[config.mk]
export PLATFORM = sky130hd
export DESIGN_NAME = ccr_top
export DESIGN_NICKNAME = d
export VERILOG_FILES = /design/src/rtl/ccr_pkg.sv /design/src/rtl/ccr_top.sv /design/src/rtl/ccr_bcd_step.sv /design/src/rtl/ccr_prescale.sv
export SDC_FILE = /design/constraint.sdc
export NUM_CORES = 1
export LEC_CHECK = 0
export ABC_AREA = 1
export BUFFER_PORTS_ARGS = -buffer_cell sky130_fd_sc_hd__buf_2
export CAP_MARGIN = 0
export CORE_MARGIN = 1.5
export CORE_UTILIZATION = 55
export DETAILED_ROUTE_END_ITERATION = 8
export GPL_TIMING_DRIVEN = 0
export PLACE_DENSITY = 0.77
export SLEW_MARGIN = 30
export SYNTH_ARGS = -nofsm -noshare
export SYNTH_HDL_FRONTEND = slang
export SYNTH_HIERARCHICAL = 1
export SYNTH_SLANG_ARGS = --single-unit
[constraint.sdc]
create_clock -name clk_i -period 2.3 [get_ports clk_i]
set_input_delay 0.575 -clock clk_i [delete_from_list [all_inputs] [get_ports clk_i]]
set_output_delay 0.575 -clock clk_i [all_outputs]
set_load 0.05 [all_outputs]
[src/rtl/ccr_pkg.sv]
// Purpose: shared constants for the calendar clock register block
// Assumes: 40 MHz system clock, byte-wide registers on a 32-bit bus
// Notes:   register index times four gives the byte address
`default_nettype none
package ccr_pkg;
   // timing: one prescaler tick is 1/32 s
   localparam int unsigned CCR_CLK_HZ          = 40_000_000;
   localparam int unsigned CCR_TICK_PERIOD_US  = 31_250;
   localparam int unsigned CCR_TICK_CYCLES     = CCR_TICK_PERIOD_US * (CCR_CLK_HZ / 1_000_000);
   localparam int unsigned CCR_TICKS_PER_SEC   = 32;
   // register indexes
   localparam logic [13:0] CCR_IDX_SEC   = 14'h1320;
   localparam logic [13:0] CCR_IDX_MIN   = 14'h1321;
   localparam logic [13:0] CCR_IDX_HOUR  = 14'h1322;
   localparam logic [13:0] CCR_IDX_WDAY  = 14'h1323;
   localparam logic [13:0] CCR_IDX_MDAY  = 14'h1324;
   localparam logic [13:0] CCR_IDX_MONTH = 14'h1325;
   localparam logic [13:0] CCR_IDX_YEAR  = 14'h1326;
   localparam logic [13:0] CCR_IDX_PAGE  = 14'h1327;
   localparam logic [13:0] CCR_IDX_RESET = 14'h1328;
   localparam logic [13:0] CCR_IDX_STAT  = 14'h1329;
   localparam logic [13:0] CCR_IDX_MASK  = 14'h132A;
   // page_control fields
   localparam int unsigned CCR_PG_IRQ_EN = 7;
   localparam int unsigned CCR_PG_ADJ    = 4;
   localparam int unsigned CCR_PG_CNT_EN = 3;
   localparam int unsigned CCR_PG_ALM_EN = 2;
   localparam int unsigned CCR_PG_SEL    = 0;
   // clock_reset_control fields
   localparam int unsigned CCR_RS_1HZ    = 7;
   localparam int unsigned CCR_RS_16HZ   = 6;
   localparam int unsigned CCR_RS_CLK    = 5;
   localparam int unsigned CCR_RS_ALM    = 4;
   // readable bit masks of the count registers
   localparam logic [7:0]  CCR_SEC_MASK   = 8'h7F;
   localparam logic [7:0]  CCR_HOUR_MASK  = 8'h3F;
   localparam logic [7:0]  CCR_WDAY_MASK  = 8'h07;
   localparam logic [7:0]  CCR_MDAY_MASK  = 8'h3F;
   localparam logic [7:0]  CCR_MONTH_MASK = 8'h1F;
   // bcd limits
   localparam logic [7:0]  CCR_SEC_MAX   = 8'h59;
   localparam logic [7:0]  CCR_H24_MAX   = 8'h23;
   localparam logic [7:0]  CCR_H12_MAX   = 8'h12;
   localparam logic [4:0]  CCR_H12_LAST  = 5'h11;
   localparam logic [7:0]  CCR_WDAY_MAX  = 8'h06;
   localparam logic [7:0]  CCR_MONTH_MAX = 8'h12;
   localparam logic [7:0]  CCR_YEAR_MAX  = 8'h99;
   localparam logic [7:0]  CCR_ADJ_UP    = 8'h30;
   localparam logic [7:0]  CCR_FEB       = 8'h02;
   // reset values
   localparam logic [7:0]  CCR_ZERO_RST  = 8'h00;
   localparam logic [7:0]  CCR_ONE_RST   = 8'h01;
   localparam logic        CCR_H24_RST   = 1'b1;
   // interrupt status bits
   localparam int unsigned CCR_ST_W      = 4;
   localparam int unsigned CCR_ST_SEC    = 0;
   localparam int unsigned CCR_ST_MIN    = 1;
   localparam int unsigned CCR_ST_HOUR   = 2;
   localparam int unsigned CCR_ST_DAY    = 3;
endpackage : ccr_pkg
`default_nettype wire

[src/rtl/ccr_top.sv]
// Purpose: calendar clock with bcd counters behind a wishbone slave
// Assumes: classic wishbone, byte registers in data bits 7:0
// Notes:   byte address is four times the register index
//
// Design decision made here: the Wishbone slave port.
`timescale 1ns/10ps
`default_nettype none

// Overview of operation
// - Seconds are two bcd digits in bits 6 to 0 and bit 7 reads zero.
// - Minutes are two bcd digits in bits 6 to 0 and bit 7 reads zero.
// - Hours sit in bits 5 to 0, bit 5 is twenty hours or the afternoon flag, 7 and 6 read zero.
// - On page zero the month sits in bits 4 to 0 as bcd and the rest reads zero.
// - On page one bit 0 at the month address picks 12-hour (0) or 24-hour (1) counting.
// - On page zero the year is a full eight-bit bcd value up to 99.
// - On page one bits 1 to 0 at the year address give the place in the four-year leap cycle.
// - The page register holds adjust, count enable, alarm enable, page select, and an irq enable reset to 0.
// - The reset register gates the 1 Hz and 16 Hz outputs and resets clock or alarm on a written 1.
module ccr_top
   import ccr_pkg::*;
#(
   parameter int unsigned TICK_CYCLES = CCR_TICK_CYCLES
) (
   input  wire logic        clk_i,         // 40 MHz clock
   input  wire logic        rst_i,         // sync reset, high
   input  wire logic        cyc_i,         // bus cycle
   input  wire logic        stb_i,         // bus strobe
   input  wire logic        we_i,          // write enable
   input  wire logic [15:0] adr_i,         // byte address
   input  wire logic [3:0]  sel_i,         // byte lanes
   input  wire logic [31:0] dat_i,         // write data
   output logic      [31:0] dat_o,         // read data
   output logic             ack_o,         // bus acknowledge
   output logic             irq_o,         // level interrupt
   output logic             one_hz_o,      // gated 1 Hz wave
   output logic             sixteen_hz_o   // gated 16 Hz wave
);
   typedef struct packed {
      logic [7:0]          sec;
      logic [7:0]          min;
      logic [7:0]          hour;
      logic [7:0]          wday;
      logic [7:0]          mday;
      logic [7:0]          month;
      logic [7:0]          year;
      logic                h24;
      logic [1:0]          leap;
      logic                irq_en;
      logic                cnt_en;
      logic                alm_en;
      logic                page;
      logic                adj;
      logic                g1;
      logic                g16;
      logic                clr;
      logic [CCR_ST_W-1:0] status;
      logic [CCR_ST_W-1:0] mask;
      logic                ack;
      logic [7:0]          dat;
      logic                irq;
      logic                one_hz;
      logic                sixteen_hz;
   } ccr_state_t;

   ccr_state_t  s_q;
   ccr_state_t  s_d;
   logic        tick_w;
   logic        w1_w;
   logic        w16_w;
   logic        req;
   logic        wr;
   logic        rd;
   logic [13:0] idx;
   logic [7:0]  fv [6];
   logic [7:0]  lo [6];
   logic [7:0]  hi [6];
   logic [7:0]  nx [6];
   logic [5:0]  wrap;
   logic [5:0]  inc;
   logic        hcarry;
   logic [7:0]  hnext;

   // last day of the month, february by leap field
   function automatic logic [7:0] month_end(input logic [7:0] m, input logic [1:0] lp);
      logic [7:0] e;
      e = 8'h31;
      if (m == CCR_FEB) begin
         e = (lp == 2'b00) ? 8'h29 : 8'h28;
      end else if (m == 8'h04 || m == 8'h06 || m == 8'h09 || m == 8'h11) begin
         e = 8'h30;
      end
      return e;
   endfunction : month_end

   // read view of a register, page select and masks applied
   function automatic logic [7:0] read_reg(input logic [13:0] i, input ccr_state_t s);
      logic [7:0] r;
      r = 8'h00;
      case (i)
         CCR_IDX_SEC:   r = s.sec & CCR_SEC_MASK;
         CCR_IDX_MIN:   r = s.min & CCR_SEC_MASK;
         CCR_IDX_HOUR:  r = s.hour & CCR_HOUR_MASK;
         CCR_IDX_WDAY:  r = s.wday & CCR_WDAY_MASK;
         CCR_IDX_MDAY:  r = s.mday & CCR_MDAY_MASK;
         CCR_IDX_MONTH: r = s.page ? {7'h00, s.h24}
                                   : (s.month & CCR_MONTH_MASK);
         CCR_IDX_YEAR:  r = s.page ? {6'h00, s.leap} : s.year;
         CCR_IDX_PAGE:  r = {s.irq_en, 3'b000, s.cnt_en, s.alm_en, 1'b0, s.page};
         CCR_IDX_RESET: r = {s.g1, s.g16, 6'h00};
         CCR_IDX_STAT:  r = {4'h0, s.status};
         CCR_IDX_MASK:  r = {4'h0, s.mask};
         default:       r = 8'h00;
      endcase
      return r;
   endfunction : read_reg

   // sub-second divider
   ccr_prescale #(
      .TICK_CYCLES (TICK_CYCLES)
   ) u_pre (
      .clk_i  (clk_i),
      .rst_i  (rst_i),
      .clr_i  (s_q.clr),
      .tick_o (tick_w),
      .w1_o   (w1_w),
      .w16_o  (w16_w)
   );

   // bus request decode, one access per ack
   assign req = cyc_i & stb_i & ~s_q.ack;
   assign wr  = req & we_i & sel_i[0];
   assign rd  = req & ~we_i;
   assign idx = adr_i[15:2];

   // per-field bounds; hours use the low five bits in 12-hour mode
   always_comb begin
      fv[0] = s_q.sec;
      fv[1] = s_q.min;
      fv[2] = s_q.h24 ? s_q.hour : {3'b000, s_q.hour[4:0]};
      fv[3] = s_q.mday;
      fv[4] = s_q.month;
      fv[5] = s_q.year;
      lo[0] = 8'h00;
      lo[1] = 8'h00;
      lo[2] = s_q.h24 ? 8'h00 : 8'h01;
      lo[3] = 8'h01;
      lo[4] = 8'h01;
      lo[5] = 8'h00;
      hi[0] = CCR_SEC_MAX;
      hi[1] = CCR_SEC_MAX;
      hi[2] = s_q.h24 ? CCR_H24_MAX : CCR_H12_MAX;
      hi[3] = month_end(s_q.month, s_q.leap);
      hi[4] = CCR_MONTH_MAX;
      hi[5] = CCR_YEAR_MAX;
   end

   // one bcd step per field
   for (genvar g = 0; g < 6; g++) begin : g_step
      ccr_bcd_step u_step (
         .val_i  (fv[g]),
         .min_i  (lo[g]),
         .max_i  (hi[g]),
         .next_o (nx[g]),
         .wrap_o (wrap[g])
      );
   end

   // carry chain; adjust rounds seconds and may carry a minute
   always_comb begin
      inc[0] = tick_w & s_q.cnt_en & ~s_q.adj;
      inc[1] = (inc[0] & wrap[0]) | (s_q.adj & (s_q.sec >= CCR_ADJ_UP));
      inc[2] = inc[1] & wrap[1];
      hcarry = s_q.h24 ? wrap[2] : (s_q.hour[5] & (s_q.hour[4:0] == CCR_H12_LAST));
      inc[3] = inc[2] & hcarry;
      inc[4] = inc[3] & wrap[3];
      inc[5] = inc[4] & wrap[4];
      // 12-hour: 11 to 12 flips the afternoon flag
      if (s_q.h24) begin
         hnext = nx[2];
      end else begin
         hnext = {2'b00, s_q.hour[5] ^ (s_q.hour[4:0] == CCR_H12_LAST), nx[2][4:0]};
      end
   end

   // next state: counting, then bus writes, status, outputs
   always_comb begin
      s_d = s_q;
      s_d.ack = req;
      s_d.clr = 1'b0;
      s_d.adj = 1'b0;
      // counting
      if (inc[0] | s_q.adj) begin
         s_d.sec = s_q.adj ? 8'h00 : nx[0];
      end
      if (inc[1]) begin
         s_d.min = nx[1];
      end
      if (inc[2]) begin
         s_d.hour = hnext;
      end
      if (inc[3]) begin
         s_d.mday = nx[3];
         s_d.wday = (s_q.wday >= CCR_WDAY_MAX) ? 8'h00 : 8'(s_q.wday + 8'h01);
      end
      if (inc[4]) begin
         s_d.month = nx[4];
      end
      if (inc[5]) begin
         s_d.year = nx[5];
         s_d.leap = 2'(s_q.leap + 2'b01);
      end
      // software writes override the count in the same cycle
      if (wr) begin
         case (idx)
            CCR_IDX_SEC:   s_d.sec  = dat_i[7:0] & CCR_SEC_MASK;
            CCR_IDX_MIN:   s_d.min  = dat_i[7:0] & CCR_SEC_MASK;
            CCR_IDX_HOUR:  s_d.hour = dat_i[7:0] & CCR_HOUR_MASK;
            CCR_IDX_WDAY:  s_d.wday = dat_i[7:0] & CCR_WDAY_MASK;
            CCR_IDX_MDAY:  s_d.mday = dat_i[7:0] & CCR_MDAY_MASK;
            CCR_IDX_MONTH: begin
               if (s_q.page) begin
                  s_d.h24 = dat_i[0];
               end else begin
                  s_d.month = dat_i[7:0] & CCR_MONTH_MASK;
               end
            end
            CCR_IDX_YEAR: begin
               if (s_q.page) begin
                  s_d.leap = dat_i[1:0];
               end else begin
                  s_d.year = dat_i[7:0];
               end
            end
            CCR_IDX_PAGE: begin
               s_d.irq_en = dat_i[CCR_PG_IRQ_EN];
               s_d.adj    = dat_i[CCR_PG_ADJ];
               s_d.cnt_en = dat_i[CCR_PG_CNT_EN];
               s_d.alm_en = dat_i[CCR_PG_ALM_EN];
               s_d.page   = dat_i[CCR_PG_SEL];
            end
            CCR_IDX_RESET: begin
               s_d.g1  = dat_i[CCR_RS_1HZ];
               s_d.g16 = dat_i[CCR_RS_16HZ];
               s_d.clr = dat_i[CCR_RS_CLK];
               if (dat_i[CCR_RS_ALM]) begin
                  s_d.alm_en = 1'b0;
               end
            end
            CCR_IDX_MASK:  s_d.mask = dat_i[CCR_ST_W-1:0];
            default: ;
         endcase
      end
      // sticky status: a set wins over the read clear
      s_d.status = ((rd && idx == CCR_IDX_STAT) ? '0 : s_q.status)
                 | {inc[3], inc[2], inc[1], inc[0]};
      s_d.dat = rd ? read_reg(idx, s_q) : 8'h00;
      s_d.irq = s_q.irq_en & (|(s_q.status & s_q.mask));
      s_d.one_hz = s_q.g1 & w1_w;
      s_d.sixteen_hz = s_q.g16 & w16_w;
   end

   // state register
   always_ff @(posedge clk_i) begin
      if (rst_i) begin
         s_q <= '0;
         s_q.mday <= CCR_ONE_RST;
         s_q.month <= CCR_ONE_RST;
         s_q.h24 <= CCR_H24_RST;
         s_q.irq_en <= 1'b0;
      end else begin
         s_q <= s_d;
      end
   end

   assign dat_o        = {24'h00_0000, s_q.dat};
   assign ack_o        = s_q.ack;
   assign irq_o        = s_q.irq;
   assign one_hz_o     = s_q.one_hz;
   assign sixteen_hz_o = s_q.sixteen_hz;
endmodule : ccr_top
`default_nettype wire

[src/rtl/ccr_bcd_step.sv]
// Purpose: one bcd counter step with wrap to a lower bound
// Assumes: value in two bcd digits
// Notes:   values at or past the top also wrap, so bad writes recover
`timescale 1ns/10ps
`default_nettype none
module ccr_bcd_step (
   input  wire logic [7:0] val_i,   // present value
   input  wire logic [7:0] min_i,   // value after wrap
   input  wire logic [7:0] max_i,   // last value before wrap
   output logic      [7:0] next_o,  // value after one step
   output logic            wrap_o   // step wraps
);
   // bcd increment with decimal adjust
   always_comb begin
      wrap_o = (val_i >= max_i);
      if (wrap_o) begin
         next_o = min_i;
      end else if (val_i[3:0] >= 4'h9) begin
         next_o = {4'(val_i[7:4] + 4'h1), 4'h0};
      end else begin
         next_o = 8'(val_i + 8'h01);
      end
   end
endmodule : ccr_bcd_step
`default_nettype wire

[src/rtl/ccr_prescale.sv]
// Purpose: divides the system clock to 16 Hz, 1 Hz waves and a 1 s tick
// Assumes: one clock, synchronous reset
// Notes:   clr_i restarts the sub-second chain
`timescale 1ns/10ps
`default_nettype none
module ccr_prescale
   import ccr_pkg::*;
#(
   parameter int unsigned TICK_CYCLES = CCR_TICK_CYCLES
) (
   input  wire logic clk_i,    // system clock
   input  wire logic rst_i,    // sync reset
   input  wire logic clr_i,    // restart divider
   output logic      tick_o,   // once a second pulse
   output logic      w1_o,     // 1 Hz square wave
   output logic      w16_o     // 16 Hz square wave
);
   typedef struct packed {
      logic [31:0] cnt;
      logic [4:0]  sub;
      logic        tick;
      logic        w1;
      logic        w16;
   } ccr_pre_t;

   ccr_pre_t s_q, s_d;

   // divider chain
   always_comb begin
      s_d = s_q;
      s_d.tick = 1'b0;
      if (s_q.cnt >= TICK_CYCLES - 1) begin
         s_d.cnt = 32'h0000_0000;
         s_d.sub = 5'(s_q.sub + 5'h01);
         s_d.w16 = ~s_q.w16;
         if (s_q.sub[3:0] == 4'hF) begin
            s_d.w1 = ~s_q.w1;
         end
         s_d.tick = (s_q.sub == 5'(CCR_TICKS_PER_SEC - 1));
      end else begin
         s_d.cnt = s_q.cnt + 32'h0000_0001;
      end
      if (clr_i) begin
         s_d = '0;
      end
   end

   // state register
   always_ff @(posedge clk_i) begin
      if (rst_i) begin
         s_q <= '0;
      end else begin
         s_q <= s_d;
      end
   end

   assign tick_o = s_q.tick;
   assign w1_o   = s_q.w1;
   assign w16_o  = s_q.w16;
endmodule : ccr_prescale
`default_nettype wire

==> results of run 1 <==
power breakdown:
group | internal [mW] | switching (mW) | total (mW)
Combinational | 0.115 | 0.305 | 0.420
Clock | 1.76 | 1.10 | 2.86
Sequential | 2.21 | 0.00830 | 2.22
Total | 4.09 | 1.41 | 5.50
worst min-delay path by stage:
stage	start	to	slack (ns)	cells past startpoint
after floorplan	s_q[22]	one_hz_o	0.41	2
after global placement	s_q[22]	one_hz_o	0.44	2
after detailed placement	s_q[22]	one_hz_o	0.44	2
after CTS	dat_i[4]	fv[12]	0.43	3
after global routing	dat_i[6]	s_q[21]	0.47	3
final	dat_i[6]	s_q[21]	0.46	3
area by class of cell:
type / count / area share, %
plain buffers: 63 / 4.000
clock buffers: 19 / 3.505
clock inverters: 13 / 1.396
inverters: 229 / 6.960
multi-input cells: 1330 / 58.20
flip-flops and latches: 127 / 20.37
well taps: 234 / 2.317
repair buffers: 65 / 3.257
cell families (layout without fill, tap and decap cells):
logic type,after synthesis,count (layout)
compound gates,185,185
fa+ha+maj,79,79
other cells,3,124
xor+xnor,21,21
buf+inv,292,389
simple gates,919,921
flops,127,127
per-layer routing:
layer | global-route usage (%) | routed length, um
met2 | 48.46 | 13370
met3 | 4.654 | 2025
met5 | 0 | 0
met1 | 37.58 | 12240
met4 | 7.785 | 557
layout by cell type, fill, tap and decap left out, types with 11 or more instances in the layout:
| master | instances |
|---|---|
| o21ai_0 | 48 |
| dfxtp_1 | 112 |
| conb_1 | 124 |
| nand3b_1 | 26 |
| ha_1 | 75 |
| buf_2 | 42 |
| a21oi_2 | 13 |
| a21oi_1 | 78 |
| clkbuf_16 | 17 |
| nor2_1 | 128 |
| xor2_1 | 11 |
| buf_6 | 18 |
| nand3_1 | 138 |
| nand3_2 | 19 |
| o211ai_1 | 12 |
| nand2_2 | 30 |
| inv_2 | 17 |
| nor2_2 | 27 |
| nor3_1 | 15 |
| buf_4 | 58 |
| nor2_4 | 24 |
| nand2_1 | 451 |
| nand4_1 | 28 |
| nand2_4 | 15 |
| o21ai_1 | 12 |
| inv_1 | 205 |
sequential cells by signal, summed over array words and instances (netlist names):
name and cells:
ack_o 1, sixteen_hz_o 1, dat_o 8, u_pre/w1_o 1, u_pre/tick_o 1, u_pre/s_q 37
u_pre/w16_o 1, fv 40, one_hz_o 1, s_q 35, irq_o 1
what timing repair did:
| item | CTS | global route |
|---|---|---|
| hold buffers | 0 | 0 |
| setup buffers | 15 | 9 |
| gates cloned | 3 | 1 |
| pin swaps | 7 | 27 |
| endpoints found under the setup margin | 50 | 50 |
| resized for setup | 74 | 44 |
| endpoints found under the hold margin | 0 | 0 |
worst max-delay path: stages (launching register included):
cell and delay, ns:
dfxtp_4 0.35, nor2_4 0.11, inv_2 0.05, nor4_4 0.26
inv_1 0.09, inv_1 0.11, ha_1 0.13, nand2_1 0.08
nor2_4 0.18, nand4_1 0.16, nand3_4 0.13, nand4_1 0.10
buf_6 0.18, buf_6 0.14, nand2_2 0.05, nand2_1 0.06
a21oi_2 0.12, nor2_1 0.06
through the flow:
| step | worst slack [ns] | hold WS [ns] | total power, mW |
|---|---|---|---|
| after floorplan | 0.0004012 | 0.4097 | 2.577 |
| after global placement | -0.5150 | 0.4354 | 2.667 |
| after detailed placement | -0.5474 | 0.4431 | 2.675 |
| after CTS | -0.05489 | 0.4326 | 5.506 |
| after global routing | -0.2875 | 0.4681 | 5.658 |
| final | -0.1624 | 0.4559 | 5.499 |
==> flow_summary.ini, run 1 <==
[timing]
fin_crit_ns = 2.462
slew_violations = 0
relSlewSlack_pct = 53.74
tightest_slew_ns = 0.6939
finClkSkew_ns = 0.01407
layout_setup_ws_ns = -0.1624
finalSetupViolCount = 18
fin_tns_setup_ns = -2.143
hold_viol = 0
fmax_mhz = 406.1
rsz0062_at_grt = true
min_period_over_period_pct = 107.1

[layout]
area_growth_pct = 20.73
fin_nets = 1969
finish.utilization_pct = 67.56
multiInputGateArea_um2 = 7355
finish.instance_area_um2 = 12640
final_cell_count_no_fill = 2080
fill_cells = 1705
final-seq-area_um2 = 2574
drive_above_1_share_pct = 18.53
diodes = 0

[logic_synthesis]
synth-seq-cells = 127
yosysWarnings = 6
synth.top_cell.area_share_pct = 24.29
synthSimpleGateAreaFrac_pct = 41.86
syn_area_um2 = 10470
ys_types = 46
synth_top_family_by_area = simple AND/OR/NAND/NOR gates
synth_adder_area_share_pct = 9.443
synth_compound_area_share_pct = 9.790
synth_mux_area_share_pct = 0
ys.flop_type = dfxtp_1
synth_enable_flop_cells = 0
synthArstFlopShare_pct = 0
synth_xor_xnor_area_share_pct = 1.757
seq_area_frac_synth_pct = 24.29
synthTopCellsByArea = dfxtp_1 (24%), nand2_1 (17%), ha_1 (9.4%), inv_1 (7.7%), nand3_1 (7.3%)
synth.most_common_cell = nand2_1
syn_area_per_cell_um2 = 6.438
synth_common_cells = nand2_1 (472), inv_1 (216), nand3_1 (152)
synth_top_cell_by_area = dfxtp_1
synthCells = 1626

[worst_setup_path]
critPathCaptureType = flop
reg2reg_to = fv[9]
worstPathRequired_ns = 2.63
worstSetupStartpoint = fv[11]
path_class = reg2reg
crit_arrival_ns = 2.79
worst_r2r_path_depth = 17
r2r-start = fv[11]
start_kind = flop
rrSetupSlack_ns = -0.16
cp_max_fo = 5
endpoint = fv[9]

[die]
die_w_um = 141.0
initial_utilization_pct = 55.96
ioPinCount = 93
rows = 50
die_h_um = 141.0
core_um2 = 18710
die-area_um2 = 19870

[route]
antenna_left = 0
via_per_inst = 5.180
drt-total-wl_um = 28190
dr.pass1.iters = 5
wire_per_inst_um = 13.55
drc = 0
vias = 10780
drtIter0Drc = 789

[clocking]
cts.path.max_buffers = 2
cts_sinks = 127
h-tree-depth = 4
clk_pin_slew_ns = 0.07
cts_buffers = 17
clock_latency_ns = 0.44
cts_root_buffer = clkbuf_16
cts_tree = built

[outcome]
status = complete, but fails checks
violations = negative setup slack

[placement]
portBuffers = 39
dpl.hpwl_um = 20440
placed_area_um2 = 11430
dp_cells = 2020
place_congestion = 0.9888

[grt]
grtUsageTotal_pct = 28.55
antenna_found_initial = 1
grt_overflow = 0
grt_first_pass_wirelength_um = 45750
grt_pass1_vias = 9405
grt_max_degree = 17

[pwr]
p_per_area_nw_per_um2 = 435.1
vdd_drop_max_v = 0.0005717
power.leakage_nw = 6.542

[worst_hold_path]
hold_class = in2reg

[job]
cap_violations = 0
Note: power is estimated with default switching activity, not from simulation.
==> inputs of run 2 (changes only) <==
PLACE_DENSITY = 0.75   (was 0.77)
clock period = 3 ns   (was 2.3 ns; I/O delays follow)
==> flow_summary.ini, run 2 (synthesis results as in run 1) <==
[worst_hold_path]
hp-start = s_q[21]
hold_class = reg2reg

[timing]
min_period_over_period_pct = 94.08
hold_ws_ns = 0.4477
fmax_mhz = 354.3
fin_crit_ns = 2.822
finalSetupViolCount = 0
hold_viol = 0
tightest_slew_ns = 0.5806
slew_violations = 0
finClkSkew_ns = 0.007604
relSlewSlack_pct = 61.30

[route]
vias = 10530
drtIter0Drc = 769
drc = 0
via_per_inst = 5.116
dr.pass1.iters = 5
wire_per_inst_um = 13.11
drt-total-wl_um = 26990
antenna_left = 0

[die]
ioPinCount = 93
die-area_um2 = 19870
die_h_um = 141.0
initial_utilization_pct = 55.96
die_w_um = 141.0
rows = 50
core_um2 = 18710

[grt]
grtUsageTotal_pct = 27.82
grt_max_degree = 17
antenna_found_initial = 0
grt_first_pass_wirelength_um = 45100
grt_overflow = 0
grt_pass1_vias = 9494

[worst_setup_path]
path_cells = nor2_2, inv_1, nor4_2, buf_4, inv_1, ha_1, nand2_1, inv_1, nand4_1, nand3_4, nand4_1, buf_6, nor2_4, nand2_1, nand3_1, nand2_1, inv_1
crit_arrival_ns = 3.19
crit_family = simple AND/OR/NAND/NOR gates
cp_slowest_cell = dfxtp_4
cp.depth = 17
crit_path_frequent_cell = inv_1
endpoint = fv[1]
critPathCaptureType = flop
worstPathRequired_ns = 3.36
path_class = reg2reg
worst_r2r_path_depth = 17
r2r-start = fv[10]
reg2reg_to = fv[1]
cpPeakStageDelay_ns = 0.39
start_kind = flop
rrSetupSlack_ns = 0.18
cp_max_fo = 10
critPathBufInv = 6
worstSetupStartpoint = fv[10]

[layout]
final_cell_count_no_fill = 2059
fin_nets = 1948
layout_common_cells = nand2_1 (472), inv_1 (215), nand3_1 (152)
area_growth_pct = 15.81
diodes = 0
layout_commonest_cell = nand2_1
drive_above_1_share_pct = 13.70
largest_register_ffs = 40
fill_cells = 1788

[pwr]
p_seq_share_pct = 40.1
power.internal_mw = 3.149
p_sw_mw = 1.102
power.leakage_nw = 6.353
comb_power_share_pct = 7.4
p_per_area_nw_per_um2 = 350.6
vdd_drop_max_v = 0.0004560
p_clk_share_pct = 52.5
switching_share_pct = 25.92

[placement]
dp_cells = 2020
dpl.hpwl_um = 20290
place_congestion = 0.9815
portBuffers = 39

[clocking]
cts.path.max_buffers = 2
cts_buffers = 17
cts_hold_buf = 0
cts_root_buffer = clkbuf_16
h-tree-depth = 4
cts_tree = built
clock_latency_ns = 0.42
cts_sinks = 127
clk_pin_slew_ns = 0.06

[job]
cap_violations = 0

[outcome]
status = completed
run 2: cell count changes in the layout (fill, tap and decap cells not counted), sizes merged:
| cell | change |
|---|---|
| buf | -20 |
| clkinvlp | -3 |
| inv | +3 |
| clkbuf | -1 |
| clkinv | +1 |
| nand2 | -1 |
run 2: power by group through the flow:
stage,sequential (mW),clock [mW],combinational [mW]
6_report,1.70,2.23,0.315
5_1_grt,1.71,2.33,0.348
4_1_cts,1.71,2.24,0.308
3_5_place_dp,1.74,0,0.306
3_3_place_gp,1.74,0,0.301
2_1_floorplan,1.74,0,0.232
run 2: final cells by class:
cell class              instances  area (um2)  share of cell area (%)
clock buffers                  18       439.2                   3.623
repair buffers                 45       244.0                   2.013
flip-flops and latches        127        2549                   21.02
inverters                     229       862.1                   7.111
clock inverters                14       193.9                   1.600
plain buffers                  63       473.0                   3.901
multi-input cells            1329        7069                   58.31
well taps                     234       292.8                   2.415
run 2: repair_timing:
item                       4_1_cts  5_1_grt
setup endpoints to repair       10       21
buffers inserted                 1        5
gates resized for setup          5        6
cloned                           1        0
pin swaps                        2        5
run 2: worst min path at each step:
stage	endpoint	slack [ns]	depth (start not counted)
2_1_floorplan	one_hz_o	0.41	2
3_3_place_gp	one_hz_o	0.44	2
3_5_place_dp	one_hz_o	0.44	2
4_1_cts	sixteen_hz_o	0.44	2
5_1_grt	sixteen_hz_o	0.49	2
6_report	sixteen_hz_o	0.45	2
run 2: worst reg2reg max path: stages, from the launching register on:
cell     delay, ns
dfxtp_4       0.39
nor2_2        0.14
inv_1         0.06
nor4_2        0.30
buf_4         0.16
inv_1         0.03
ha_1          0.28
nand2_1       0.05
inv_1         0.08
nand4_1       0.16
nand3_4       0.17
nand4_1       0.26
buf_6         0.23
nor2_4        0.17
nand2_1       0.07
nand3_1       0.09
nand2_1       0.06
inv_1         0.06
run 2: metal layers:
layer,vias up,track usage (%),part of all wire [%]
li1,5423,-,-
met1,4791,37.32,46
met2,284,46.62,46
met3,35,4.518,6.2
met4,0,7.072,1.8
met5,-,0,0
run 2: metrics by stage:
stage	instance area (um2)	utilization [%]	TNS (ns)	power, mW	worst slack, ns
global placement	11410	61.00	-0.2165	2.044	-0.02991
global route	12120	64.81	-0.03469	4.380	-0.01308
CTS	12070	64.55	0	4.253	0.01293
floorplan	10920	-	0	1.976	0.5249
finish	12120	64.81	0	4.251	0.1775
detailed placement	11410	61.00	-1.382	2.049	-0.1663
==> inputs of run 3 (changes only) <==
ABC_AREA = not set   (was 1)
SKIP_CTS_REPAIR_TIMING = 1   (was not set)
==> flow_summary.ini, run 3 <==
[timing]
min_period_over_period_pct = 98.42
fmax_mhz = 338.7
fin_tns_setup_ns = 0
hold_viol = 0
finalSetupViolCount = 0
layout_setup_ws_ns = 0.04748
tightest_slew_ns = 0.9568
rsz0062_at_grt = true
hold_ws_ns = 0.4521
slew_violations = 0
relSlewSlack_pct = 35.32
fin_crit_ns = 2.953
finClkSkew_ns = 0.01168

[pwr]
p_total_mw = 4.132
p_per_area_nw_per_um2 = 350.9
power.leakage_nw = 5.303
vdd_drop_max_v = 0.0004119

[die]
core_um2 = 17840
initial_utilization_pct = 55.78
die_w_um = 137.5
rows = 49
die-area_um2 = 18910
ioPinCount = 93
die_h_um = 137.5

[layout]
multiInputGateArea_um2 = 7022
final-seq-area_um2 = 2566
diodes = 0
drive_above_1_share_pct = 20.56
layout_commonest_cell = conb_1
layout_common_cells = conb_1 (124), dfxtp_1 (116), inv_1 (89)
area_growth_pct = 18.33
largest_register_ffs = 40
fill_cells = 1455
finish.instance_area_um2 = 11780
finish.utilization_pct = 66.00
final_cell_count_no_fill = 1562
fin_nets = 1457

[clocking]
clk_pin_slew_ns = 0.06
cts_root_buffer = clkbuf_16
clock_latency_ns = 0.43
cts_tree = built
cts_sinks = 127
cts_buffers = 17
cts.path.max_buffers = 2
h-tree-depth = 4

[placement]
place_congestion = 0.9517
dp_cells = 1512
pre_cts_ws_ns = -0.5200
dpl.hpwl_um = 17980
portBuffers = 34
placed_area_um2 = 10860

[grt]
grt_max_degree = 17
grt_pass1_vias = 8311
grt_first_pass_wirelength_um = 40230
grtUsageTotal_pct = 27.09
antenna_found_initial = 0
grt_overflow = 0

[route]
dr.pass1.iters = 8
antenna_left = 0
via_per_inst = 5.587
drc = 2
vias = 8727
wire_per_inst_um = 15.99
drt-total-wl_um = 24970
drtIter0Drc = 741

[worst_setup_path]
path_class = reg2reg
worstPathRequired_ns = 3.32
worstSetupStartpoint = fv[12]
r2r-start = fv[12]
critPathCaptureType = flop
cp_max_fo = 9
start_kind = flop
crit_arrival_ns = 3.27

[outcome]
violations = design-rule violations
status = complete, but fails checks

[logic_synthesis]
synthCells = 1128
yosysWarnings = 6
syn_area_um2 = 9951
syn_area_per_cell_um2 = 8.822

[worst_hold_path]
hold_class = reg2reg
hp-start = u_pre/s_q[8]

[job]
cap_violations = 0
[run 3: layout make-up]
| cell class | instances | area share, % |
|---|---|---|
| Buffer | 97 | 5.143 |
| Clock buffer | 18 | 3.645 |
| Clock inverter | 13 | 1.413 |
| Inverter | 91 | 2.933 |
| Multi-Input combinational cell | 933 | 59.63 |
| Sequential cell | 127 | 21.79 |
| Tap cell | 229 | 2.433 |
| Timing Repair Buffer | 54 | 3.007 |
[run 3: worst paths after layout]
kind                                      to  slack (ns)  depth (start not counted)
worst min-delay path            u_pre/s_q[8]        0.45                          1
worst max register to register       s_q[29]        0.05                         13
worst max-delay path                 s_q[29]        0.05                         13
worst min register to register  u_pre/s_q[8]        0.45                          1
[run 3: worst max-delay path: stages (launching register included)]
cell and delay [ns]:
dfxtp_4 0.39, xnor2_1 0.16, nor4_2 0.29, o21ai_2 0.11
ha_1 0.29, nand2b_4 0.12, a2111oi_4 0.06, o31a_1 0.29
buf_6 0.14, clkinvlp_4 0.10, nand2b_4 0.08, or3b_4 0.45
mux2i_1 0.14, a211oi_1 0.21
[run 3: routing by layer]
layer	share of wire, %	GRT usage (%)	wire length, um
met1	42	33.53	10570
met2	47	45.53	11730
met3	7.8	5.592	1957
met4	2.9	11.58	717
met5	0	0	0
[run 3: report_power, final]
group          switching (mW)  internal [mW]
logic                   0.228          0.101
registers             0.00628           1.70
clock network           0.798           1.30
total                    1.03           3.10
